### config.mk
export PLATFORM = sky130hd
export DESIGN_NAME = ftc_core
export DESIGN_NICKNAME = d
export VERILOG_FILES = /design/src/logic/ftc_pkg.sv /design/src/logic/ftc_core.sv
export VERILOG_INCLUDE_DIRS = /design/src /design/src/logic
export SDC_FILE = /design/constraint.sdc
export NUM_CORES = 1
export LEC_CHECK = 0
export BUFFER_PORTS_ARGS = -buffer_cell sky130_fd_sc_hd__buf_2
export CELL_PAD_IN_SITES_DETAIL_PLACEMENT = 0
export CELL_PAD_IN_SITES_GLOBAL_PLACEMENT = 1
export CORE_MARGIN = 2
export CORE_UTILIZATION = 49
export CTS_BUF_LIST = sky130_fd_sc_hd__clkbuf_8
export CTS_CLUSTER_SIZE = 40
export DETAILED_ROUTE_END_ITERATION = 10
export GPL_TIMING_DRIVEN = 0
export PLACE_DENSITY = 0.8
export SYNTH_ARGS = -nofsm -noshare
export SYNTH_HDL_FRONTEND = slang
export SYNTH_SLANG_ARGS = --single-unit
### constraint.sdc
create_clock -name clk -period 9.1 [get_ports clk]
set_input_delay 0 -clock clk [delete_from_list [all_inputs] [get_ports clk]]
set_output_delay 0 -clock clk [all_outputs]
set_load 0.05 [all_outputs]
### src/logic/ftc_defs.svh
`ifndef FTC_DEFS_SVH
`define FTC_DEFS_SVH
// Functional notes
// RULE1 - a flag set op drives one status flag to 1 in one cycle
// RULE2 - a flag clear op drives one status flag to 0; others untouched
// RULE3 - pre-decrement load: pointer minus one, then read at the new value
// RULE4 - post-increment load: read at the pointer, then pointer plus one
// RULE5 - displaced load reads at Y or Z plus displacement; pointer kept
// RULE6 - direct load reads the address held in the op, two cycles
// RULE7 - pre-decrement store: pointer minus one, then write there
// RULE8 - post-increment store: write at the pointer, then pointer plus one
// RULE9 - displaced store writes at Y or Z plus displacement; pointer kept
// RULE10 - direct store writes the address held in the op, two cycles
// RULE11 - program load reads at Z into dest or register zero, three cycles
// RULE12 - extended program load uses page:Z, increments it as one value
// RULE13 - push writes the source register onto the stack in two cycles
// RULE14 - pop reads the stack top into the destination in two cycles
// RULE15 - sleep issues in one cycle and requests the sleep logic
// RULE16 - watchdog restart issues in one cycle and pulses the watchdog
// RULE17 - break only signals the debug system
// RULE18 - stack pointer decrements after push, increments before pop
// RULE19 - X, Y, Z are 16-bit pairs of general registers

// register port map
`define FTC_A_STATUS 8'h20
`define FTC_A_PAGE   8'h21
`define FTC_A_SPLO   8'h22
`define FTC_A_SPHI   8'h23
`define FTC_A_STATE  8'h24
`define FTC_GPR_TOP  8'h1F
// reset values
`define FTC_SP_RST   16'h10FF
`define FTC_STAT_RST 8'h00
`define FTC_PAGE_RST 8'h00
// pointer pairs: low register index, high is low with bit 0 set
`define FTC_XLO      5'h1A
`define FTC_YLO      5'h1C
`define FTC_ZLO      5'h1E
`define FTC_HI_BIT   5'h01
`define FTC_REG_ZERO 5'h00
`define FTC_FLAG_I   3'h7
`define FTC_ONE16    16'h0001
`define FTC_ONE24    24'h000001
`endif

### src/logic/ftc_pkg.sv
package ftc_pkg;
  typedef enum logic [3:0] {
    OP_NOP, OP_FLAGSET, OP_FLAGCLR, OP_INDLOAD, OP_DISPLOAD, OP_DIRLOAD,
    OP_INDSTORE, OP_DISPSTORE, OP_DIRSTORE, OP_PGMLOAD, OP_EXTLOAD,
    OP_PUSH, OP_POP, OP_SLEEP, OP_WDOG, OP_BRK
  } ftc_op_t;
  typedef enum logic [1:0] {MD_PLAIN, MD_POSTINC, MD_PREDEC} ftc_mode_t;
  typedef enum logic [1:0] {PTR_X, PTR_Y, PTR_Z} ftc_ptr_t;
  typedef enum logic [1:0] {S_IDLE, S_MEM, S_PGM1, S_PGM2} ftc_state_t;
endpackage

### src/logic/ftc_core.sv
`timescale 1ns/100ps
`include "ftc_defs.svh"
module ftc_core (
  // clock and reset
  input  wire logic              clk,
  input  wire logic              rst_b,
  // operation issue
  input  wire logic              opValid,
  input  wire ftc_pkg::ftc_op_t   opCode,
  input  wire ftc_pkg::ftc_mode_t opMode,
  input  wire ftc_pkg::ftc_ptr_t  opPtr,
  input  wire logic [4:0]        opDest,
  input  wire logic [4:0]        opSrc,
  input  wire logic [2:0]        opFlag,
  input  wire logic [5:0]        opDisp,
  input  wire logic [15:0]       opAddr,
  input  wire logic              opRegZero,
  output logic                   opReady,
  output logic                   opDone,
  // data memory and stack
  output logic [15:0]            dmAddr,
  output logic [7:0]             dmWdata,
  output logic                   dmWe,
  output logic                   dmRe,
  input  wire logic [7:0]        dmRdata,
  // program memory
  output logic [23:0]            pmAddr,
  output logic                   pmRe,
  input  wire logic [7:0]        pmRdata,
  // control requests
  output logic                   sleepReq,
  output logic                   wdogRestart,
  output logic                   breakReq,
  output logic                   intEnable,
  // register port
  input  wire logic [7:0]        busAddr,
  input  wire logic [7:0]        busWdata,
  input  wire logic              busWr,
  input  wire logic              busRd,
  output logic [7:0]             busRdata
);
  import ftc_pkg::*;

  logic [7:0]  gpr_r [32];
  logic [7:0]  status_r;
  logic [7:0]  page_r;
  logic [15:0] sp_r;
  logic [4:0]  dest_r;
  logic [15:0] dmAddr_r;
  logic [7:0]  dmWdata_r;
  logic        dmWe_r;
  logic        dmRe_r;
  logic [23:0] pmAddr_r;
  logic        pmRe_r;
  logic        sleep_r;
  logic        wdog_r;
  logic        brk_r;
  logic [7:0]  busRdata_r;
  ftc_state_t  state_r;
  ftc_state_t  state_nxt;

  logic        take;
  ftc_ptr_t    effSel;
  logic [4:0]  ptrLo;
  logic [4:0]  ptrHi;
  logic [15:0] ptrCur;
  logic [15:0] ptrNew;
  logic        ptrWr;
  logic [23:0] zExt;
  logic [23:0] zExtInc;
  logic [15:0] accAddr;
  logic        accRead;
  logic        accWrite;
  logic        isPgm;
  logic [15:0] spNew;

  // low register of a pointer pair; a bad code falls back to Z
  function automatic logic [4:0] ptrBase(ftc_ptr_t p);
    unique case (p)
      PTR_X:   ptrBase = `FTC_XLO;
      PTR_Y:   ptrBase = `FTC_YLO;
      default: ptrBase = `FTC_ZLO;
    endcase
  endfunction

  assign take = opValid && (state_r == S_IDLE);
  assign opReady = (state_r == S_IDLE);
  assign isPgm = (opCode == OP_PGMLOAD) || (opCode == OP_EXTLOAD);
  // pointer pair view; program loads always go through Z
  assign effSel = isPgm ? PTR_Z : opPtr;
  assign ptrLo = ptrBase(effSel);
  assign ptrHi = ptrLo | `FTC_HI_BIT;
  assign ptrCur = {gpr_r[ptrHi], gpr_r[ptrLo]}; // RULE19
  assign zExt = {page_r, ptrCur};
  assign zExtInc = zExt + `FTC_ONE24; // RULE12
  // address, access kind and pointer update for the op being taken
  always_comb begin
    accAddr = ptrCur;
    accRead = 1'b0;
    accWrite = 1'b0;
    ptrWr = 1'b0;
    ptrNew = ptrCur;
    spNew = sp_r;
    unique case (opCode)
      OP_INDLOAD, OP_INDSTORE: begin
        accRead = (opCode == OP_INDLOAD);
        accWrite = (opCode == OP_INDSTORE);
        if (opMode == MD_PREDEC) begin
          ptrNew = ptrCur - `FTC_ONE16; // RULE3 RULE7
          accAddr = ptrNew;
          ptrWr = 1'b1;
        end else if (opMode == MD_POSTINC) begin
          ptrNew = ptrCur + `FTC_ONE16; // RULE4 RULE8
          ptrWr = 1'b1;
        end
      end
      OP_DISPLOAD, OP_DISPSTORE: begin
        accRead = (opCode == OP_DISPLOAD);
        accWrite = (opCode == OP_DISPSTORE);
        accAddr = ptrCur + {10'h000, opDisp}; // RULE5 RULE9
      end
      OP_DIRLOAD: begin
        accRead = 1'b1;
        accAddr = opAddr; // RULE6
      end
      OP_DIRSTORE: begin
        accWrite = 1'b1;
        accAddr = opAddr; // RULE10
      end
      OP_PUSH: begin
        accWrite = 1'b1;
        accAddr = sp_r;
        spNew = sp_r - `FTC_ONE16; // RULE18
      end
      OP_POP: begin
        accRead = 1'b1;
        spNew = sp_r + `FTC_ONE16; // RULE18
        accAddr = spNew;
      end
      OP_PGMLOAD: begin
        if (opMode == MD_POSTINC) begin
          ptrNew = ptrCur + `FTC_ONE16; // RULE11
          ptrWr = 1'b1;
        end
      end
      OP_EXTLOAD: begin
        if (opMode == MD_POSTINC) begin
          ptrNew = zExtInc[15:0]; // RULE12
          ptrWr = 1'b1;
        end
      end
      OP_NOP, OP_FLAGSET, OP_FLAGCLR, OP_SLEEP, OP_WDOG, OP_BRK: begin
      end
    endcase
  end
  // sequencing: memory ops hold one extra cycle, program loads two
  always_comb begin
    state_nxt = state_r;
    unique case (state_r)
      S_IDLE: begin
        if (take && (accRead || accWrite)) begin
          state_nxt = S_MEM;
        end else if (take && isPgm) begin
          state_nxt = S_PGM1;
        end
      end
      S_MEM:  state_nxt = S_IDLE;
      S_PGM1: state_nxt = S_PGM2;
      S_PGM2: state_nxt = S_IDLE;
    endcase
  end

  always_ff @(posedge clk) begin
    if (!rst_b) begin
      state_r <= S_IDLE;
    end else begin
      state_r <= state_nxt;
    end
  end
  // last cycle of an op; single-cycle ops finish in their issue cycle
  assign opDone = (take && !accRead && !accWrite && !isPgm) ||
                  (state_r == S_MEM) || (state_r == S_PGM2);
  // data memory strobes stand for exactly the second cycle of the op
  always_ff @(posedge clk) begin
    if (!rst_b) begin
      dmAddr_r <= 16'h0000;
      dmWdata_r <= 8'h00;
      dmWe_r <= 1'b0;
      dmRe_r <= 1'b0;
    end else if (take && (accRead || accWrite)) begin
      dmAddr_r <= accAddr;
      dmWdata_r <= gpr_r[opSrc]; // RULE13
      dmWe_r <= accWrite;
      dmRe_r <= accRead;
    end else begin
      dmWe_r <= 1'b0;
      dmRe_r <= 1'b0;
    end
  end
  // program memory: address held, read strobe in the second cycle
  always_ff @(posedge clk) begin
    if (!rst_b) begin
      pmAddr_r <= 24'h000000;
      pmRe_r <= 1'b0;
    end else if (take && isPgm) begin
      pmAddr_r <= (opCode == OP_EXTLOAD) ? zExt : {8'h00, ptrCur}; // RULE11 RULE12
      pmRe_r <= 1'b1;
    end else begin
      pmRe_r <= 1'b0;
    end
  end
  // destination held for the write-back cycle
  always_ff @(posedge clk) begin
    if (!rst_b) begin
      dest_r <= `FTC_REG_ZERO;
    end else if (take) begin
      dest_r <= (isPgm && opRegZero) ? `FTC_REG_ZERO : opDest; // RULE11
    end
  end

  // general registers: port write, then pointer update, then load data;
  // a load into its own pointer byte lands a cycle later (two for program loads) and wins
  always_ff @(posedge clk) begin
    if (!rst_b) begin
      for (int i = 0; i < 32; i++) begin
        gpr_r[i] <= 8'h00;
      end
    end else begin
      if (busWr && (busAddr <= `FTC_GPR_TOP)) begin
        gpr_r[busAddr[4:0]] <= busWdata;
      end
      if (take && ptrWr) begin
        gpr_r[ptrLo] <= ptrNew[7:0]; // RULE19
        gpr_r[ptrHi] <= ptrNew[15:8];
      end
      if ((state_r == S_MEM) && dmRe_r) begin
        gpr_r[dest_r] <= dmRdata; // RULE14
      end
      if (state_r == S_PGM2) begin
        gpr_r[dest_r] <= pmRdata; // RULE11
      end
    end
  end

  // status flags; an op in the same cycle as a port write wins
  always_ff @(posedge clk) begin
    if (!rst_b) begin
      status_r <= `FTC_STAT_RST;
    end else begin
      if (busWr && (busAddr == `FTC_A_STATUS)) begin
        status_r <= busWdata;
      end
      if (take && (opCode == OP_FLAGSET)) begin
        status_r[opFlag] <= 1'b1; // RULE1
      end
      if (take && (opCode == OP_FLAGCLR)) begin
        status_r[opFlag] <= 1'b0; // RULE2
      end
    end
  end
  assign intEnable = status_r[`FTC_FLAG_I]; // RULE2

  // page extension and stack pointer
  always_ff @(posedge clk) begin
    if (!rst_b) begin
      page_r <= `FTC_PAGE_RST;
      sp_r <= `FTC_SP_RST;
    end else begin
      if (busWr && (busAddr == `FTC_A_PAGE)) begin
        page_r <= busWdata;
      end
      if (busWr && (busAddr == `FTC_A_SPLO)) begin
        sp_r[7:0] <= busWdata;
      end
      if (busWr && (busAddr == `FTC_A_SPHI)) begin
        sp_r[15:8] <= busWdata;
      end
      if (take && (opCode == OP_EXTLOAD) && (opMode == MD_POSTINC)) begin
        page_r <= zExtInc[23:16]; // RULE12
      end
      if (take && ((opCode == OP_PUSH) || (opCode == OP_POP))) begin
        sp_r <= spNew; // RULE18
      end
    end
  end
  // one-cycle requests to the sleep, watchdog and debug units
  always_ff @(posedge clk) begin
    if (!rst_b) begin
      sleep_r <= 1'b0;
      wdog_r <= 1'b0;
      brk_r <= 1'b0;
    end else begin
      sleep_r <= take && (opCode == OP_SLEEP); // RULE15
      wdog_r <= take && (opCode == OP_WDOG); // RULE16
      brk_r <= take && (opCode == OP_BRK); // RULE17
    end
  end

  // register port read, data one cycle after the strobe
  always_ff @(posedge clk) begin
    if (!rst_b) begin
      busRdata_r <= 8'h00;
    end else if (busRd) begin
      if (busAddr <= `FTC_GPR_TOP) begin
        busRdata_r <= gpr_r[busAddr[4:0]];
      end else begin
        unique case (busAddr)
          `FTC_A_STATUS: busRdata_r <= status_r;
          `FTC_A_PAGE:   busRdata_r <= page_r;
          `FTC_A_SPLO:   busRdata_r <= sp_r[7:0];
          `FTC_A_SPHI:   busRdata_r <= sp_r[15:8];
          `FTC_A_STATE:  busRdata_r <= {6'h00, state_r};
          default:       busRdata_r <= 8'h00;
        endcase
      end
    end
  end

  assign dmAddr = dmAddr_r;
  assign dmWdata = dmWdata_r;
  assign dmWe = dmWe_r;
  assign dmRe = dmRe_r;
  assign pmAddr = pmAddr_r;
  assign pmRe = pmRe_r;
  assign sleepReq = sleep_r;
  assign wdogRestart = wdog_r;
  assign breakReq = brk_r;
  assign busRdata = busRdata_r;

  // checks
  a_flag_set_one: assert property (@(posedge clk) disable iff (!rst_b) // RULE1
    take && (opCode == OP_FLAGSET) && !busWr |=>
    status_r == ($past(status_r) | (8'h01 << $past(opFlag))))
    else $error("flag set changed the wrong flags");
  a_flag_clr_one: assert property (@(posedge clk) disable iff (!rst_b) // RULE2
    take && (opCode == OP_FLAGCLR) && !busWr |=>
    status_r == ($past(status_r) & ~(8'h01 << $past(opFlag))))
    else $error("flag clear changed the wrong flags");
  a_predec_addr: assert property (@(posedge clk) disable iff (!rst_b) // RULE3
    take && (opCode == OP_INDLOAD) && (opMode == MD_PREDEC) |=>
    dmRe && (dmAddr == $past(ptrCur) - `FTC_ONE16))
    else $error("pre-decrement load used the wrong address");
  a_postinc_ptr: assert property (@(posedge clk) disable iff (!rst_b) // RULE8
    take && (opCode == OP_INDSTORE) && (opMode == MD_POSTINC) && !busWr |=>
    dmWe && (dmAddr == $past(ptrCur)) && ({gpr_r[$past(ptrHi)], gpr_r[$past(ptrLo)]} == dmAddr + `FTC_ONE16))
    else $error("post-increment store pointer wrong");
  a_disp_keep: assert property (@(posedge clk) disable iff (!rst_b) // RULE5
    take && (opCode == OP_DISPLOAD) && !busWr |=>
    (dmAddr == $past(ptrCur) + {10'h000, $past(opDisp)}) && ({gpr_r[$past(ptrHi)], gpr_r[$past(ptrLo)]} == $past(ptrCur)))
    else $error("displaced load address or pointer wrong");
  a_two_cycle: assert property (@(posedge clk) disable iff (!rst_b) // RULE6
    take && (opCode == OP_DIRLOAD) |=> dmRe && opDone ##1 opReady && !dmRe)
    else $error("direct load not two cycles");
  a_push_sp: assert property (@(posedge clk) disable iff (!rst_b) // RULE18
    take && (opCode == OP_PUSH) && !busWr |=>
    dmWe && (dmAddr == $past(sp_r)) && (sp_r == $past(sp_r) - `FTC_ONE16))
    else $error("push address or stack pointer wrong");
  a_pop_sp: assert property (@(posedge clk) disable iff (!rst_b) // RULE14
    take && (opCode == OP_POP) && !busWr |=>
    dmRe && (dmAddr == sp_r) && (sp_r == $past(sp_r) + `FTC_ONE16))
    else $error("pop address or stack pointer wrong");
  a_pgm_three: assert property (@(posedge clk) disable iff (!rst_b) // RULE11
    take && isPgm |=> pmRe && !opDone ##1 !pmRe && opDone ##1 opReady)
    else $error("program load not three cycles");
  a_wdog_pulse: assert property (@(posedge clk) disable iff (!rst_b) // RULE16
    take && (opCode == OP_WDOG) |-> opDone ##1 wdogRestart ##1 !wdogRestart)
    else $error("watchdog restart pulse wrong");
endmodule

==> summary.txt, run 1 <==
Run status
  • Status: finished, violations left
  • Failing checks: capacitance limit, slew limit

Setup path
  • Req. time, crit path: ~9.6 ns
  • CP Capture Type: register
  • Worst Reg-to-Reg Cells: 7
  • CP startpoint kind: register
  • Largest fanout on the critical path: 10
  • CP Data Arrival Time: about 5.3 ns
  • WS Path Type: register to register

Min path
  • HP Class: primary input to register
  • Hold Path Depth: 5

Timing
  • Post-layout min period: 4.81 ns
  • Max-slew violation count: 6
  • Sum Neg Setup Slack: 0 ns
  • Hold slack: between 0.008 and 0.009 ns
  • # setup viols final: 0
  • Worst Tran Pin Value: ~1.6 ns
  • Final period util: 0.529
  • RSZ-0062 raised after global routing: no
  • Worst slew margin: -0.0559
  • Skew final: ~0.072 ns
  • Fmax: between 200 and 250 MHz
  • Final Hold Viols: 0

Routing
  • WL/cell: roughly 34 µm
  • Iter 0 DRT Violations: 3952
  • Post-Route WL: between 100000 and 150000 µm
  • Via Count: around 24k
  • Post-route ant nets: 0
  • Vias per inst: approximately 7.3
  • DRT Pass-1 Iters: 9
  • DRC: 0

Power
  • Pwr Density: 158 nW/µm²
  • Worst VDD drop: 0.127 mV
  • P_leak: around 10 nW
  • Total power: ~4.4 mW

CTS
  • Reg clk slew, reported paths: around 0.07 ns
  • Clock sink count: around 360
  • H-tree levels: 2
  • Root Buffer: clkbuf_8
  • Total setup buffers inserted after CTS: 0
  • Clock Path Buffers: 3
  • CTS tree: yes
  • Later-pin clock latency in the skew report: between 0.7 and 0.8 ns
  • Cts bufs inserted: between 60 and 70
  • Post-CTS Resized: 0

Die
  • Rows: between 80 and 90
  • Die Y: 227 µm
  • Core Area: between 40000 and 50000 µm²
  • Initial Util: 0.497
  • Die ar.: approximately 50000 µm²
  • Die X: around 230 µm
  • IO Pins: approximately 150

Global routing
  • Initial antenna violation count: 4
  • Global route overflow: 0
  • Largest net degree at the start of global routing: 20
  • Global-route wire length before repair: roughly 160000 µm
  • GR Util All Layers: 0.435
  • Vias in the first global route: 22.1k

Logic synthesis
  • Synth area leader: edfxtp_1
  • Ys flop type: edfxtp_1
  • Post-Synth Adder-Cell Area: 0.00617
  • Cells after synthesis: approximately 2.4k
  • Xor and xnor area share after synthesis: 0.0122
  • Simple-gate portion of the synthesized area: 0.157
  • Net count after synthesis: 2450
  • Largest family of logic cells by synthesized area: compound AO/OA/AOI/OAI gates
  • Distinct cells, synth: 103
  • Synth top area cells: edfxtp_1 (32%), mux4_2 (15%), dfxtp_1 (8.3%), a22o_1 (5.5%), nand2_1 (3.8%)
  • Post-Syn Area: 24300 µm²
  • Post-synth EDFFs: around 260
  • Compound-Gate Fraction of Synth Area: 0.196
  • Asr flop ratio synth: 0
  • YS warnings: 0
  • Seq/Total Area, Yosys: 0.399
  • Seq cells post-synth: roughly 360
  • Post-synth top area share: 0.316
  • Mux contribution to synthesized area: 0.184
  • Mapped Avg Cell Area: between 10 and 15 µm²

Final layout
  • Final Cell Area: ~28000 µm²
  • Final Util: 0.566
  • Multi-input logic area: about 14000 µm²
  • Layout cell share with drive strength beyond 1: 0.184
  • Storage element area: 9710 µm²
  • Fillcell total: ~4.4k
  • P&R area growth vs syn: 13.9%
  • Nets@finish: around 2.7k

Placed design
  • GPL Wtd Cong: approximately 1.1
  • DPL Wire Length: 83800 µm
  • Post-place instance area: around 26000 µm²
  • Port bufs: 126

Flow run
  • Max_cap viols: 1
==> cell families (layout without fill, tap and decap cells) <==
| group | count (synthesis) | count (layout) |
|---|---|---|
| other | 0 | 5 |
| adders and majority gates | 12 | 12 |
| xor gates and xnor gates | 34 | 34 |
| and+or+nand+nor | 786 | 786 |
| AOI/OAI and AO/OA | 676 | 676 |
| buffers and inverters | 258 | 555 |
| muxes | 234 | 234 |
| DFF | 357 | 357 |
==> per-stage QoR <==
step	std cells	setup WS (ns)
after floorplan	2357	5.90
after global placement	3147	4.59
after detailed placement	3147	4.67
after CTS	3318	4.61
after global routing	3318	4.37
final	3323	4.29
==> Yosys cell counts, types with 15 or more instances <==
master and count:
edfxtp_1 256, nand2_1 249, nor2_1 196, mux4_2 166
clkbuf_1 161, a22o_1 154, o21ai_0 150, a21oi_1 125
dfxtp_1 101, nand3_1 87, mux2i_1 43, nor3_1 38
and3_1 30, buf_1 30, inv_1 26, a31oi_1 25
a22oi_1 24, or3_1 24, buf_2 23, nand3b_1 23
nand4_1 22, xnor2_1 21, mux2_2 20, o22ai_1 19
a221oi_1 18, a311oi_1 18, nand2b_1 18, o211ai_1 17
a211oi_1 16, and2_1 16, nor4_1 15
==> registers in the layout, indices dropped and copies added (netlist names) <==
register / cells
breakReq: 1
busRdata: 8
dest_r: 5
dmAddr: 16
dmRe: 1
dmWdata: 8
dmWe: 1
gpr_r: 256
page_r: 8
pmAddr: 24
pmRe: 1
sleepReq: 1
sp_r: 16
state_r: 2
status_r: 8
wdogRestart: 1
==> path summary, 6_finish.rpt <==
kind	start	endpoint	slack, ns
max	state_r[0]	gpr_r[15][3]	4.29
max reg2reg	state_r[0]	gpr_r[15][3]	4.29
min reg2reg	pmAddr[15]	pmAddr[15]	0.46
min	opValid	dest_r[0]	0.008
==> power by group <==
| part | switching, mW | leakage [nW] | internal, mW |
|---|---|---|---|
| clock | 0.776 | 0.755 | 0.907 |
| combinational | 0.570 | 5.80 | 0.272 |
| sequential | 0.0490 | 3.45 | 1.80 |
| total | 1.39 | 10.0 | 2.98 |
==> metal layers <==
layer / up-vias / wire, µm / track usage
li1: 9775 / - / -
met1: 11956 / 42600 / 0.608
met2: 2139 / 46600 / 0.614
met3: 342 / 17800 / 0.153
met4: 4 / 5310 / 0.180
met5: - / 29 / 0
==> what timing repair did <==
item,in CTS,in global routing
setup endpoints to repair,0,0
hold endpoints to repair,67,0
hold buffers,55,0
==> layout make-up <==
type                    instances  share of cell area
inverters                      28             0.00379
flip-flops and latches        357               0.350
repair buffers                181              0.0426
well taps                     664              0.0300
clock buffers                  66              0.0328
multi-input cells            1742               0.488
diodes                          5            0.000451
plain buffers                 230              0.0353
clock inverters                50              0.0163
==> worst max-delay path, stage by stage (launching register included) <==
cell and delay (ns):
dfxtp_1 0.31, clkbuf_1 0.32, o211a_1 0.51, clkbuf_1 0.68, clkbuf_1 0.83, nand2_1 0.94, clkbuf_1 0.59, a22o_1 0.33
==> layout by cell type, fill, tap and decap left out, types with 11 or more instances in the layout <==
master	n
edfxtp_1	256
nand2_1	249
nor2_1	196
mux4_2	166
clkbuf_1	161
a22o_1	154
o21ai_0	150
buf_2	149
a21oi_1	125
dfxtp_1	101
nand3_1	87
clkbuf_8	66
dlygate4sd3_1	55
mux2i_1	43
inv_1	41
nor3_1	38
buf_1	30
and3_1	30
a31oi_1	25
a22oi_1	24
or3_1	24
nand3b_1	23
nand4_1	22
xnor2_1	21
mux2_2	20
o22ai_1	19
nand2b_1	18
a311oi_1	18
a221oi_1	18
o211ai_1	17
a211oi_1	16
and2_1	16
nor4_1	15
clkinv_1	14
xor2_1	13
ha_1	12
clkinv_2	11
No activity file was read; power rests on OpenSTA's default activity.
==> run 2: changes to the inputs <==
Settings changed: CORE_UTILIZATION 49 to 46, PLACE_DENSITY 0.8 to 0.78.
Clock period 9.1 ns to 4.14 ns, I/O delays scaled along.
==> summary.txt, run 2 (same netlist as run 1, synthesis figures left out) <==
Die
  • Initial Util: 0.464 (-0.0331)
  • IO Pins: 146 (unchanged)
  • Rows: 84 (+3.7%)
  • Core Area: 52400 µm² (+7.1%)
  • Die ar.: 54800 µm² (+6.4%)
  • Die Y: 234 µm (+3.2%)
  • Die X: 234 µm (+3.2%)

Routing
  • WL/cell: 32.7 µm (-3.3%)
  • Post-route ant nets: 0 (unchanged)
  • Vias per inst: 7.17 (-1.7%)
  • DRT Pass-1 Iters: 8 (-1)
  • Via Count: 23.9k (-1.3%)
  • Post-Route WL: 109000 µm (-2.9%)
  • DRC: 0 (unchanged)
  • Iter 0 DRT Violations: 4034 (+2.1%)

Final layout
  • Fillcell total: 4732 (+7.8%)
  • Largest reg by FF count: gpr_r
  • Nets@finish: 2687 (-0.26%)
  • Commonest non-fill, non-tap cell in the layout: edfxtp_1
  • Storage element area: 9710 µm² (unchanged)
  • Largest register FFs: 256 (unchanged)
  • P&R area growth vs syn: 13.5%
  • Layout cell share with drive strength beyond 1: 0.191 (+0.00660)
  • Final Util: 0.527 (-0.0395)
  • Layout Cells excl Fill: 3335 (+0.36%)
  • Multi-input logic area: 13600 µm² (+0.53%)
  • Commonest cells after routing, fill and taps aside: edfxtp_1 (256), nand2_1 (248), nor2_1 (195)

Setup path
  • R2R Setup Slk: 0.08 ns (-4.21 ns)
  • Levels on crit path: 7 (unchanged)
  • Crit-path max cell delay: 0.75 ns (-0.19 ns)
  • CP max stage cell: nor2_1
  • CP startpoint kind: register
  • WS Path Type: register to register
  • Reg2reg end: gpr_r[7][7]
  • Delay-heaviest family, CP: simple AND/OR/NAND/NOR gates
  • Worst r2r src: state_r[0]
  • CP Data Arrival Time: 4.51 ns (-0.78 ns)
  • CP Capture Type: register
  • CP Buf/Inv Count: 2 (-2)
  • Worst Reg-to-Reg Cells: 7 (unchanged)
  • Largest fanout on the critical path: 10 (unchanged)
  • Req. time, crit path: 4.59 ns (-4.99 ns)
  • CP Cell Sequence: clkbuf_1 -> o211a_1 -> clkbuf_1 -> nand3_1 -> nor2_1 -> nor2_1 -> a22o_1

Power
  • Switching share of power: 0.323 (+0.00359)
  • P_leak: 9.93 nW (-0.70%)
  • Internal power: 6.27 mW (+110%)
  • Sequential Power Share: 0.440 (+0.018)
  • Sw power: 2.98 mW (+110%)
  • Worst VDD drop: 0.233 mV (+84%)
  • Pwr Density: 335 nW/µm² (+110%)
  • Power share of the clock group: 0.362 (-0.023)
  • Combinational share of power: 0.199 (+0.006)

Min path
  • Min-delay src: opDisp[4]
  • HP Class: primary input to register
  • Worst Hold End: dmAddr[5]
  • Hold Path Depth: 6 (+1)

Global routing
  • Vias in the first global route: 21.8k (-1.5%)
  • Largest net degree at the start of global routing: 18 (-10%)
  • Initial antenna violation count: 5 (+1)
  • Global route overflow: 0 (unchanged)
  • GR Util All Layers: 0.392 (-0.0430)
  • Global-route wire length before repair: 152000 µm (-3.1%)

Run status
  • Status: finished, final reports clean

Placed design
  • DPL Wire Length: 81900 µm (-2.3%)
  • Port bufs: 126 (unchanged)
  • Placed cells: 3171 (+0.76%)
  • GPL Wtd Cong: 1.09 (+3.8%)

CTS
  • H-tree levels: 2 (unchanged)
  • Clock Path Buffers: 3 (unchanged)
  • Root Buffer: clkbuf_8
  • Clock sink count: 357 (unchanged)
  • CTS tree: yes
  • Later-pin clock latency in the skew report: 0.74 ns (about the same)
  • Cts bufs inserted: 61 (unchanged)
  • Reg clk slew, reported paths: 0.07 ns (about the same)

Timing
  • RSZ-0062 raised after global routing: no
  • Worst slew margin: 0.0526 (+0.109)
  • Post-layout min period: 4.06 ns (-0.752 ns)
  • Skew final: 0.0564 ns (-0.0159 ns)
  • # setup viols final: 0 (unchanged)
  • Worst Tran Pin Value: 1.42 ns (-0.151 ns)
  • Max-slew violation count: 0 (-6)
  • Fmax: 246 MHz (+19%)
  • Final period util: 0.980 (+0.451)
  • Final Hold Viols: 0 (unchanged)

Flow run
  • Max_cap viols: 0 (-1)
==> run 2: cell types whose count changed in the layout (fill, tap and decap cells not counted), sizes merged <==
cell / delta
diode: -4
dlygate4sd3: -8
clkbuf: +2
buf: +1
bufinv: -5
clkinvlp: +2
==> run 2: tightest hold or removal path, stage by stage <==
cell,delay (ns)
buf_2,0.09
ha_1,0.20
nand2b_1,0.07
mux2i_1,0.12
a221oi_1,0.10
nor2_1,0.09
==> run 2: layout make-up <==
cell class | instances | share of cell area
multi-input cells | 1742 | 0.493
flip-flops and latches | 357 | 0.351
repair buffers | 174 | 0.0401
plain buffers | 230 | 0.0356
clock buffers | 68 | 0.0339
well taps | 688 | 0.0312
clock inverters | 47 | 0.0111
inverters | 28 | 0.00380
diodes | 1 | 0.0000906
==> run 2: how the worst max path moves through the flow <==
stage	startpoint	to
final	state_r[0]	gpr_r[7][7]
after global routing	gpr_r[26][1]	gpr_r[31][4]
after CTS	gpr_r[26][1]	gpr_r[31][0]
after detailed placement	gpr_r[26][1]	gpr_r[29][2]
after global placement	gpr_r[26][1]	gpr_r[29][2]
after floorplan	gpr_r[26][1]	gpr_r[29][2]
==> run 2: per-layer routing <==
metal  GRT usage  vias up  wire [µm]
li1            -     9737          -
met1       0.533    11668      40300
met2       0.568     2126      46100
met3       0.138      357      16900
met4       0.164        8       5610
met5     0.00714        -         92
==> run 2: per-stage QoR <==
stage	power, mW	cell area (µm²)	setup WS [ns]	hold slack, ns	setup TNS [ns]
3_3_place_gp	5.82	25800	-0.0414	0.297	-0.141
5_1_grt	9.42	27600	0.00800	0.0392	0
2_1_floorplan	5.15	24300	0.942	0.110	0
4_1_cts	9.13	27600	0.0443	0.000166	0
6_report	9.25	27600	0.0829	0.0137	0
3_5_place_dp	5.84	25800	-0.0397	0.305	-0.516
==> run 2: timing repair <==
action | in CTS | in global routing
resized for setup | 4 | 8
setup buffers | 0 | 1
hold buffers | 47 | 0
pin swaps | 0 | 1
hold endpoints to repair | 62 | 0
endpoints found under the setup margin | 26 | 22
gates cloned | 0 | 0
==> run 2: power by group through the flow <==
| stage | sequential, mW | combinational, mW | clock (mW) |
|---|---|---|---|
| 6_report | 4.07 | 1.84 | 3.35 |
| 5_1_grt | 4.07 | 1.88 | 3.47 |
| 4_1_cts | 4.06 | 1.75 | 3.33 |
| 3_5_place_dp | 4.13 | 1.70 | 0 |
| 3_3_place_gp | 4.13 | 1.69 | 0 |
| 2_1_floorplan | 4.18 | 0.977 | 0 |
